--- config.mk ---
export PLATFORM = sky130hd
export DESIGN_NAME = six_pin_gpio_port
export DESIGN_NICKNAME = d
export VERILOG_FILES = /design/src/hw/gpio_port_pkg.sv /design/src/hw/six_pin_gpio_port.sv
export SDC_FILE = /design/constraint.sdc
export NUM_CORES = 1
export LEC_CHECK = 0
export BUFFER_PORTS_ARGS = -buffer_cell sky130_fd_sc_hd__buf_2
export CAP_MARGIN = 40
export CORE_MARGIN = 2
export CORE_UTILIZATION = 48
export CTS_CLUSTER_SIZE = 20
export DETAILED_ROUTE_END_ITERATION = 16
export PLACE_DENSITY_LB_ADDON = 0.25
export SLEW_MARGIN = 20
export SYNTH_ARGS = -nofsm -noshare
export SYNTH_HDL_FRONTEND = slang
export SYNTH_SLANG_ARGS = --single-unit
--- constraint.sdc ---
create_clock -name clk -period 2.1 [get_ports clk]
set_clock_uncertainty 0.15 [all_clocks]
set_input_delay 0.42 -clock clk [delete_from_list [all_inputs] [get_ports clk]]
set_output_delay 0.42 -clock clk [all_outputs]
set_load 0.02 [all_outputs]
--- src/hw/gpio_port_pkg.sv ---
// package: register map, reset values and carrier types of the six pin port
package gpio_port_pkg;

	// ------------------------------------------------------------
	// widths
	// ------------------------------------------------------------
	localparam int PORT_W = 6;
	localparam int ADDR_W = 8;
	localparam int DATA_W = 8;
	localparam int INPUT_ONLY_PIN = 3;

	// ------------------------------------------------------------
	// register offsets
	// ------------------------------------------------------------
	localparam logic [7:0] OFF_PORT_DATA = 8'h05;
	localparam logic [7:0] OFF_PORT_DIRECTION = 8'h85;
	localparam logic [7:0] OFF_PULLUP_ENABLE = 8'h95;
	localparam logic [7:0] OFF_CHANGE_IRQ_ENABLE = 8'h96;
	localparam logic [7:0] OFF_PORT_CONFIG = 8'ha0;
	localparam logic [7:0] OFF_PORT_STATUS = 8'ha1;
	localparam logic [7:0] OFF_ANALOG_SELECT = 8'ha2;

	// ------------------------------------------------------------
	// field positions in port_config and port_status
	// ------------------------------------------------------------
	localparam int CFG_PULLUP_DISABLE_BIT = 0;
	localparam int CFG_MASTER_CLEAR_BIT = 1;
	localparam int CFG_GLOBAL_IRQ_BIT = 2;
	localparam int STS_CHANGE_FLAG_BIT = 0;
	localparam int STS_MISMATCH_BIT = 1;

	// ------------------------------------------------------------
	// reset values and pin capability masks
	// ------------------------------------------------------------
	localparam logic [5:0] RST_DIRECTION = 6'h3f;
	localparam logic [5:0] RST_PULLUP = 6'h37;
	localparam logic [5:0] RST_CHANGE_IRQ = 6'h00;
	localparam logic [5:0] RST_ANALOG = 6'h00;
	localparam logic [5:0] RST_LATCH = 6'h00;
	localparam logic RST_PULLUP_DISABLE = 1'b1;
	localparam logic RST_MASTER_CLEAR = 1'b0;
	localparam logic RST_GLOBAL_IRQ = 1'b0;
	localparam logic [5:0] PULLUP_PRESENT = 6'h37;
	localparam logic [5:0] OUTPUT_CAPABLE = 6'h37;

	// ------------------------------------------------------------
	// carriers
	// ------------------------------------------------------------
	typedef struct packed {
		logic [ADDR_W-1:0] addr;
		logic [DATA_W-1:0] wdata;
		logic [DATA_W-1:0] wrMask;
		logic wr;
		logic rd;
	} reg_req_t;

	typedef struct packed {
		logic [PORT_W-1:0] enable;
		logic [PORT_W-1:0] out;
		logic [PORT_W-1:0] oe;
	} periph_t;

	typedef struct packed {
		logic [PORT_W-1:0] out;
		logic [PORT_W-1:0] oe;
		logic [PORT_W-1:0] pullupOn;
	} pad_drive_t;

endpackage : gpio_port_pkg

--- src/hw/six_pin_gpio_port.sv ---
// six pin bidirectional port with pull-ups and change detection
`timescale 1ns/10ps
// Overview of operation
// - direction bit 1 turns the pin driver off, pin is input.
// - direction bit 0 drives the pin from its output latch.
// - pin 3 is input only; its direction bit always reads 1.
// - data read returns synchronised pin levels; data write loads the latch.
// - each data write is read-modify-write of pin levels into the whole latch.
// - pin 3 data reads 0 while master clear enable is set.
// - direction still controls analog pins; analog pins read 0.
// - port is six bits; bits 7 and 6 read 0.
// - pins other than 3 have a pull-up gated by its enable bit.
// - a pin driven as output has its pull-up forced off.
// - pull-ups act only when global control allows; disabled after reset.
// - per-pin change enables, all 0 after reset.
// - enabled pins compared with reference from last port read or write; OR sets flag.
// - set change flag raises the wake output.
// - mismatch keeps setting flag; port read or write reloads reference.
// - a change in the read cycle itself is still compared with the old reference.
// - change interrupt request only while global irq enable set.
// - an enabled peripheral takes over its pin.
module six_pin_gpio_port (
	input wire logic clk,
	input wire logic rst,
	input wire gpio_port_pkg::reg_req_t req,
	output logic [7:0] rdata,
	input wire logic [5:0] padIn,
	output gpio_port_pkg::pad_drive_t pad,
	input wire gpio_port_pkg::periph_t periph,
	output logic portChangeIrq,
	output logic wakeRequest
);

	// ------------------------------------------------------------
	// state
	// ------------------------------------------------------------
	typedef struct packed {
		logic [5:0] syncA;
		logic [5:0] syncB;
		logic [5:0] latch;
		logic [5:0] direction;
		logic [5:0] pullupEnable;
		logic [5:0] changeIrqEnable;
		logic [5:0] analogSelect;
		logic [5:0] reference;
		logic portChangeFlag;
		logic pullupDisable;
		logic masterClearEnable;
		logic globalIrqEnable;
		logic [7:0] rdata;
		gpio_port_pkg::pad_drive_t pad;
		logic irq;
		logic wake;
	} state_t;

	state_t st_r;
	state_t st_nxt;

	logic [5:0] pinLevel;
	logic [5:0] mismatchBits;
	logic mismatch;
	logic portAccess;
	logic [5:0] dirView;
	logic [5:0] dataView;
	logic [5:0] modMask;
	logic [5:0] driveOut;
	logic [5:0] driveOe;

	// ------------------------------------------------------------
	// next state
	// ------------------------------------------------------------
	always_comb begin
		st_nxt = st_r;
		// two-stage pin synchroniser; syncA read only by syncB
		st_nxt.syncA = padIn;
		st_nxt.syncB = st_r.syncA;
		pinLevel = st_r.syncB;

		dirView = st_r.direction;
		dirView[gpio_port_pkg::INPUT_ONLY_PIN] = 1'b1;

		dataView = pinLevel & ~st_r.analogSelect;
		if (st_r.masterClearEnable) begin
			dataView[gpio_port_pkg::INPUT_ONLY_PIN] = 1'b0;
		end

		portAccess = (req.rd || req.wr) && (req.addr == gpio_port_pkg::OFF_PORT_DATA);
		modMask = req.wrMask[5:0];

		// register writes
		if (req.wr) begin
			unique case (req.addr)
				gpio_port_pkg::OFF_PORT_DATA: begin
					// pins read, addressed bits replaced, whole latch written
					st_nxt.latch = (pinLevel & ~modMask) | (req.wdata[5:0] & modMask);
				end
				gpio_port_pkg::OFF_PORT_DIRECTION: begin
					st_nxt.direction = req.wdata[5:0];
				end
				gpio_port_pkg::OFF_PULLUP_ENABLE: begin
					st_nxt.pullupEnable = req.wdata[5:0] & gpio_port_pkg::PULLUP_PRESENT;
				end
				gpio_port_pkg::OFF_CHANGE_IRQ_ENABLE: begin
					st_nxt.changeIrqEnable = req.wdata[5:0];
				end
				gpio_port_pkg::OFF_PORT_CONFIG: begin
					st_nxt.pullupDisable = req.wdata[gpio_port_pkg::CFG_PULLUP_DISABLE_BIT];
					st_nxt.masterClearEnable = req.wdata[gpio_port_pkg::CFG_MASTER_CLEAR_BIT];
					st_nxt.globalIrqEnable = req.wdata[gpio_port_pkg::CFG_GLOBAL_IRQ_BIT];
				end
				gpio_port_pkg::OFF_PORT_STATUS: begin
					// write one to clear; set below wins
					if (req.wdata[gpio_port_pkg::STS_CHANGE_FLAG_BIT]) begin
						st_nxt.portChangeFlag = 1'b0;
					end
				end
				gpio_port_pkg::OFF_ANALOG_SELECT: begin
					st_nxt.analogSelect = req.wdata[5:0];
				end
				default: begin
				end
			endcase
		end

		// change detection against reference from last port access
		mismatchBits = (pinLevel ^ st_r.reference) & st_r.changeIrqEnable;
		mismatch = |mismatchBits;
		if (mismatch) begin
			st_nxt.portChangeFlag = 1'b1;
		end
		// reference reload; a change landing in this cycle is still compared with the old reference
		if (portAccess) begin
			st_nxt.reference = pinLevel;
		end

		// register reads, data one cycle later
		st_nxt.rdata = 8'h00;
		if (req.rd) begin
			unique case (req.addr)
				gpio_port_pkg::OFF_PORT_DATA: st_nxt.rdata = {2'b00, dataView};
				gpio_port_pkg::OFF_PORT_DIRECTION: st_nxt.rdata = {2'b00, dirView};
				gpio_port_pkg::OFF_PULLUP_ENABLE: st_nxt.rdata = {2'b00, st_r.pullupEnable};
				gpio_port_pkg::OFF_CHANGE_IRQ_ENABLE: st_nxt.rdata = {2'b00, st_r.changeIrqEnable};
				gpio_port_pkg::OFF_PORT_CONFIG: begin
					st_nxt.rdata = {5'h00, st_r.globalIrqEnable, st_r.masterClearEnable,
						st_r.pullupDisable};
				end
				gpio_port_pkg::OFF_PORT_STATUS: begin
					st_nxt.rdata = {6'h00, mismatch, st_r.portChangeFlag};
				end
				gpio_port_pkg::OFF_ANALOG_SELECT: st_nxt.rdata = {2'b00, st_r.analogSelect};
				default: st_nxt.rdata = 8'h00;
			endcase
		end

		// pad drive; peripheral owns its pin when enabled
		driveOut = st_r.latch;
		driveOe = ~dirView & gpio_port_pkg::OUTPUT_CAPABLE;
		driveOut = (driveOut & ~periph.enable) | (periph.out & periph.enable);
		driveOe = (driveOe & ~periph.enable) | (periph.oe & periph.enable
			& gpio_port_pkg::OUTPUT_CAPABLE);
		st_nxt.pad.out = driveOut;
		st_nxt.pad.oe = driveOe;
		st_nxt.pad.pullupOn = st_r.pullupEnable & gpio_port_pkg::PULLUP_PRESENT
			& ~driveOe & {6{~st_r.pullupDisable}};

		st_nxt.wake = st_r.portChangeFlag;
		st_nxt.irq = st_r.portChangeFlag & st_r.globalIrqEnable;
	end

	// ------------------------------------------------------------
	// registers
	// ------------------------------------------------------------
	always_ff @(posedge clk) begin
		if (rst) begin
			st_r.syncA <= 6'h00;
			st_r.syncB <= 6'h00;
			st_r.latch <= gpio_port_pkg::RST_LATCH;
			st_r.direction <= gpio_port_pkg::RST_DIRECTION;
			st_r.pullupEnable <= gpio_port_pkg::RST_PULLUP;
			st_r.changeIrqEnable <= gpio_port_pkg::RST_CHANGE_IRQ;
			st_r.analogSelect <= gpio_port_pkg::RST_ANALOG;
			st_r.reference <= 6'h00;
			st_r.portChangeFlag <= 1'b0;
			st_r.pullupDisable <= gpio_port_pkg::RST_PULLUP_DISABLE;
			st_r.masterClearEnable <= gpio_port_pkg::RST_MASTER_CLEAR;
			st_r.globalIrqEnable <= gpio_port_pkg::RST_GLOBAL_IRQ;
			st_r.rdata <= 8'h00;
			st_r.pad <= '0;
			st_r.irq <= 1'b0;
			st_r.wake <= 1'b0;
		end else begin
			st_r <= st_nxt;
		end
	end

	assign rdata = st_r.rdata;
	assign pad = st_r.pad;
	assign portChangeIrq = st_r.irq;
	assign wakeRequest = st_r.wake;

endmodule : six_pin_gpio_port

After elaboration in Yosys (flattened, before gate mapping)
Index checks and enable logic that the tools add are counted.

Bits of input ports: 52. Register bits: 79. Output and inout bits: 28. Word-level logic and storage cells: 68.

Mux-type cells: 7. Eq/ne operators: 7. Bitwise gates (word level): 22. Reduce and logical (&&, ||, !) cells: 14.

Operator list (count): AND 6 bit (10); == test 8 bit (second input constant) (6); one-hot mux 6 bit (7 select lines) (1); inverter 6 bit (5); OR 6 bit (3); AND reduction 2 bit (6); == test 8 x 3 -> 1 bit (second input constant) (1); nonzero test 2 bit (3); OR reduction 6 bit (1); XOR 6 bit (1); 2-to-1 mux 1 bit (4); 2-to-1 mux 4 bit (1); 2-to-1 mux 3 bit (1); AND reduction 3 bit (1); inverter 1 bit (2); OR reduction 2 bit (1); AND 1 bit (1); logical AND 1 bit (1); logical OR 1 bit (1).

Depth between registers and ports, before layout
Depth in word-level cells: 6. Depth in mapped cells: 6. Depth with buffers taken out: 4.

Worst setup path after synthesis
No wires, ideal clock.

Path kind: input -> register. Start: input port req[23] in the netlist's numbering. End: register st_r, in the netlist dirView[0]. Library setup time: 120 ps. Arrival: 1865 ps. Data required time: 1830 ps. Path buffers: 1. Stages on the path: 5. Setup slack: -35 ps. Cell sequence: or4b_4 buf_6 nor4_4 nor2b_1 a211o_1.

Longest elaborated chain between the ends: 2.

Ends and longest elaborated chain: from (decl) (RTL line six_pin_gpio_port.sv:25) `input wire gpio_port_pkg::reg_req_t req,`; == test 8 bit (RTL line six_pin_gpio_port.sv:92) `unique case (req.addr)`; AND reduction 2 bit (no line); to (signal assigned) (RTL line six_pin_gpio_port.sv:193) `st_r <= st_nxt;`; to (decl) (RTL line six_pin_gpio_port.sv:56) `state_t st_r;`.

Every way passes these cells. A chain may end at the register's enable or synchronous reset.

Final worst setup path
Start: input port req[23] in the netlist's numbering. End: register st_r[62] in the netlist's numbering.

Longest elaborated chain between the ends: 2.

Ends and longest elaborated chain (RTL line): == test 8 x 3 -> 1 bit (six_pin_gpio_port.sv:92); AND reduction 2 bit (no line).

Every way passes these cells.

==> reports/summary.log <==
qor: global_route.pin_count_of_the_biggest_net_entering_global_routing 58
qor: clock_tree.cts.path.max_buffers 2
qor: cells_and_area.layout.cell_area.non_filler 3875 µm²
qor: worst_setup_path.timing.rr.end rdata[1]
qor: routing.average_wire_length_per_cell_after_detail_routing 15.13 µm
qor: place.numPortBuffers 70
qor: sta.fin_tns_setup 0 ps
qor: cells_and_area.number_of_nets_in_the_layout 456
qor: worst_setup_path.startpoint_type input port
qor: global_route.first_pass_grt_wire_length 11830 µm
qor: worst_setup_path.timing.critical_path.to_type register
qor: worst_setup_path.required_time_of_the_worst_setup_path 2220 ps
qor: clock_tree.tritoncts_clock_tree built
qor: routing.drtIter0Drc 138
qor: synthesis.synth.distinct_cells 46
qor: sta.report.final.slew_viol_count 0
qor: place.postPlaceCellArea 3656 µm²
qor: floorplanning.fp-row-count 29
qor: sta.fin_crit_sh 0.9193
qor: cells_and_area.share_of_layout_cells_above_drive_strength_1 0.2934
qor: worst_setup_path.timing.setup.critical_path_class in -> reg
qor: routing.wl 7353 µm
qor: global_route.grt_remaining_overflow 0
qor: synthesis.post_synth_inst_count 335
qor: floorplanning.die_area 7430 µm²
qor: synthesis.synth_seq_area_share 0.4568
qor: run.drv_cap 0
qor: clock_tree.clk-insertion-delay-late 360 ps
qor: worst_setup_path.r2r.worst_path.cells 4
qor: cells_and_area.n_antenna_cell 0
qor: synthesis.synthFlopType sky130_fd_sc_hd__dfxtp_1
qor: worst_hold_path.worstHoldPathCells 2
qor: clock_tree.clk_root_buffer_cell sky130_fd_sc_hd__clkbuf_8
qor: worst_setup_path.cp_max_fo 9
qor: worst_hold_path.min-delay-start padIn[1]
qor: clock_tree.ctsHtreeMaxLevel 3
qor: clock_tree.cts.repair_timing.setup_buffer_count 0
qor: status.outcome finished clean
qor: routing.via_density_per_instance 5.288
qor: synthesis.yosys_warnings 0
qor: sta.finalCriticalPeriod 1931 ps
qor: sta.maxClockFrequency 518.0 MHz
qor: place.finalWeightedCongestion 0.9204
qor: sta.setup_viols_final 0
qor: floorplanning.floorplan.die.width 86.20 µm
qor: global_route.first_global_vias 2350
qor: sta.least_setup_slack_across_all_paths_after_layout 169.4 ps
qor: routing.num_vias 2570
qor: floorplanning.start_util 0.5021
qor: synthesis.synth-edff-count 0
qor: power.cellLeakagePower 1.731 nW
qor: sta.timing.final.hold_violations 0
qor: global_route.grt_antenna_before_repair 0
qor: sta.rsz0062_at_grt false
qor: cells_and_area.layout-area-overhead-vs-synth 19.48%
qor: place.pre_cts_slack -170.3 ps
qor: synthesis.synth_async_sr_flop_share 0
qor: worst_hold_path.timing.hold.worst_endpoint st_nxt[69]
qor: power.powerDensity 738.1 nW/µm²
qor: clock_tree.clock_sinks 74
qor: routing.final_antenna_net_count 0
qor: cells_and_area.most_frequent_cells_in_the_layout sky130_fd_sc_hd__dfxtp_1 (74), sky130_fd_sc_hd__buf_2 (70), sky130_fd_sc_hd__nor2_1 (47)
qor: place.detailed_placer_s_ending_hpwl 5386 µm
qor: clock_tree.cts_hold_buffers 0
qor: floorplanning.floorplan.die.height 86.20 µm
qor: worst_setup_path.worst_r2r_startpoint pinLevel[4]
qor: worst_setup_path.reg2reg_slack 560 ps
qor: clock_tree.count_of_cells_resized_by_post_cts_repair 0
qor: cells_and_area.final_core_utilization 0.6000
qor: floorplanning.num_io_pins 80
qor: cells_and_area.mostFrequentLayoutCell sky130_fd_sc_hd__dfxtp_1
qor: power.irDropWorstVdd 559.1 µV
qor: worst_hold_path.min_path_type in -> reg
qor: synthesis.postSynthAreaPerCell 9.681 µm²
qor: floorplanning.coreArea 6459 µm²
qor: clock_tree.cts-buffers-inserted 9
qor: clock_tree.clk_transition_reported_paths 80 ps
qor: worst_setup_path.cp_data_arrival_time 2060 ps
qor: synthesis.synth_area 3243 µm²
qor: routing.detail_route.first_pass.iterations 4
qor: global_route.total_grt_usage 0.2089
qor: routing.drc_errors 0
qor: power.p_total 2.860 mW
qor: synthesis.postSynthRegisterBits 74
==> cell usage after synthesis, types with 2 or more instances <==
cell | count | share of area
sky130_fd_sc_hd__o32a_1 | 3 | 0.0093
sky130_fd_sc_hd__nand3_1 | 3 | 0.0046
sky130_fd_sc_hd__a211oi_1 | 8 | 0.019
sky130_fd_sc_hd__nor3b_1 | 4 | 0.0093
sky130_fd_sc_hd__nor2b_1 | 26 | 0.050
sky130_fd_sc_hd__mux2i_1 | 34 | 0.10
sky130_fd_sc_hd__clkbuf_1 | 11 | 0.013
sky130_fd_sc_hd__nand2_1 | 6 | 0.0069
sky130_fd_sc_hd__xor2_1 | 6 | 0.016
sky130_fd_sc_hd__and3_1 | 7 | 0.014
sky130_fd_sc_hd__o21ai_0 | 2 | 0.0031
sky130_fd_sc_hd__a21oi_1 | 13 | 0.020
sky130_fd_sc_hd__a31oi_1 | 2 | 0.0039
sky130_fd_sc_hd__nor2_1 | 47 | 0.054
sky130_fd_sc_hd__buf_6 | 2 | 0.0069
sky130_fd_sc_hd__inv_1 | 7 | 0.0081
sky130_fd_sc_hd__nor3_4 | 2 | 0.010
sky130_fd_sc_hd__nand3b_1 | 2 | 0.0046
sky130_fd_sc_hd__dfxtp_1 | 74 | 0.46
sky130_fd_sc_hd__buf_2 | 2 | 0.0031
sky130_fd_sc_hd__buf_4 | 26 | 0.060
sky130_fd_sc_hd__o31ai_1 | 2 | 0.0046
sky130_fd_sc_hd__nand4_1 | 2 | 0.0039
sky130_fd_sc_hd__o21bai_1 | 3 | 0.0069
sky130_fd_sc_hd__a211o_1 | 11 | 0.030
sky130_fd_sc_hd__a22oi_1 | 6 | 0.014
sky130_fd_sc_hd__nor4_4 | 2 | 0.013
sky130_fd_sc_hd__and4_1 | 2 | 0.0054
sky130_fd_sc_hd__nor3_1 | 3 | 0.0046
==> routing by layer <==
metal | vias up | GRT usage | part of all wire
met5 | - | 0 | 0
met1 | 1174 | 0.2968 | 0.46
met2 | 98 | 0.3073 | 0.44
met3 | 11 | 0.04857 | 0.075
met4 | 0 | 0.08381 | 0.017
li1 | 1287 | - | -
==> how the worst max path moves through the flow <==
stage	from	end	slack [ps]	cells after the start
floorplan	req[23]	st_r[35]	-2	5
global placement	req[23]	st_r[66]	-180	7
detailed placement	req[23]	st_r[62]	-170	7
CTS	req[23]	st_r[62]	200	7
global route	req[23]	st_r[64]	60	7
finish	req[23]	st_r[62]	170	7
==> flip-flops by register name, indices dropped and copies added (netlist names) <==
name	count
st_nxt	7
pinLevel	6
rdata	6
st_r	32
portChangeIrq	1
wakeRequest	1
dirView	5
pad	16
==> where the power goes <==
group	switching [mW]	internal (mW)	total, mW
Clock	0.539	0.673	1.21
Combinational	0.126	0.0899	0.216
Sequential	0.0106	1.42	1.43
Total	0.675	2.19	2.86
==> layout make-up <==
type,count,area (µm²)
fillers,571,2584
flip-flops and latches,74,1481
multi-input cells,215,1474
repair buffers,97,578.1
clock buffers,10,127.6
well taps,77,96.34
clock inverters,6,91.34
inverters,7,26.28
==> critical path: stages <==
cell                       delay (ps)
sky130_fd_sc_hd__buf_2            100
sky130_fd_sc_hd__or4b_4           640
sky130_fd_sc_hd__buf_4            190
sky130_fd_sc_hd__nor3_2           230
sky130_fd_sc_hd__buf_4            210
sky130_fd_sc_hd__nor2_1            50
sky130_fd_sc_hd__a211oi_1         200
==> through the flow <==
step / hold slack, ps / std cells
finish: 120.2 / 486
global route: 127.9 / 486
CTS: 108.8 / 486
detailed placement: 275.3 / 470
global placement: 271.5 / 470
floorplan: 263.8 / 338
==> logic make-up (layout without fill, tap and decap cells) <==
logic type,after synthesis,in the layout,synth area share
other cells,1,4,0.001156
buf+inv,49,120,0.09221
compound gates,55,55,0.1238
xor+xnor,6,6,0.01620
simple gates,116,116,0.2049
flops,74,74,0.4568
mux,34,34,0.1049
Power figures use the tool's default switching activity.
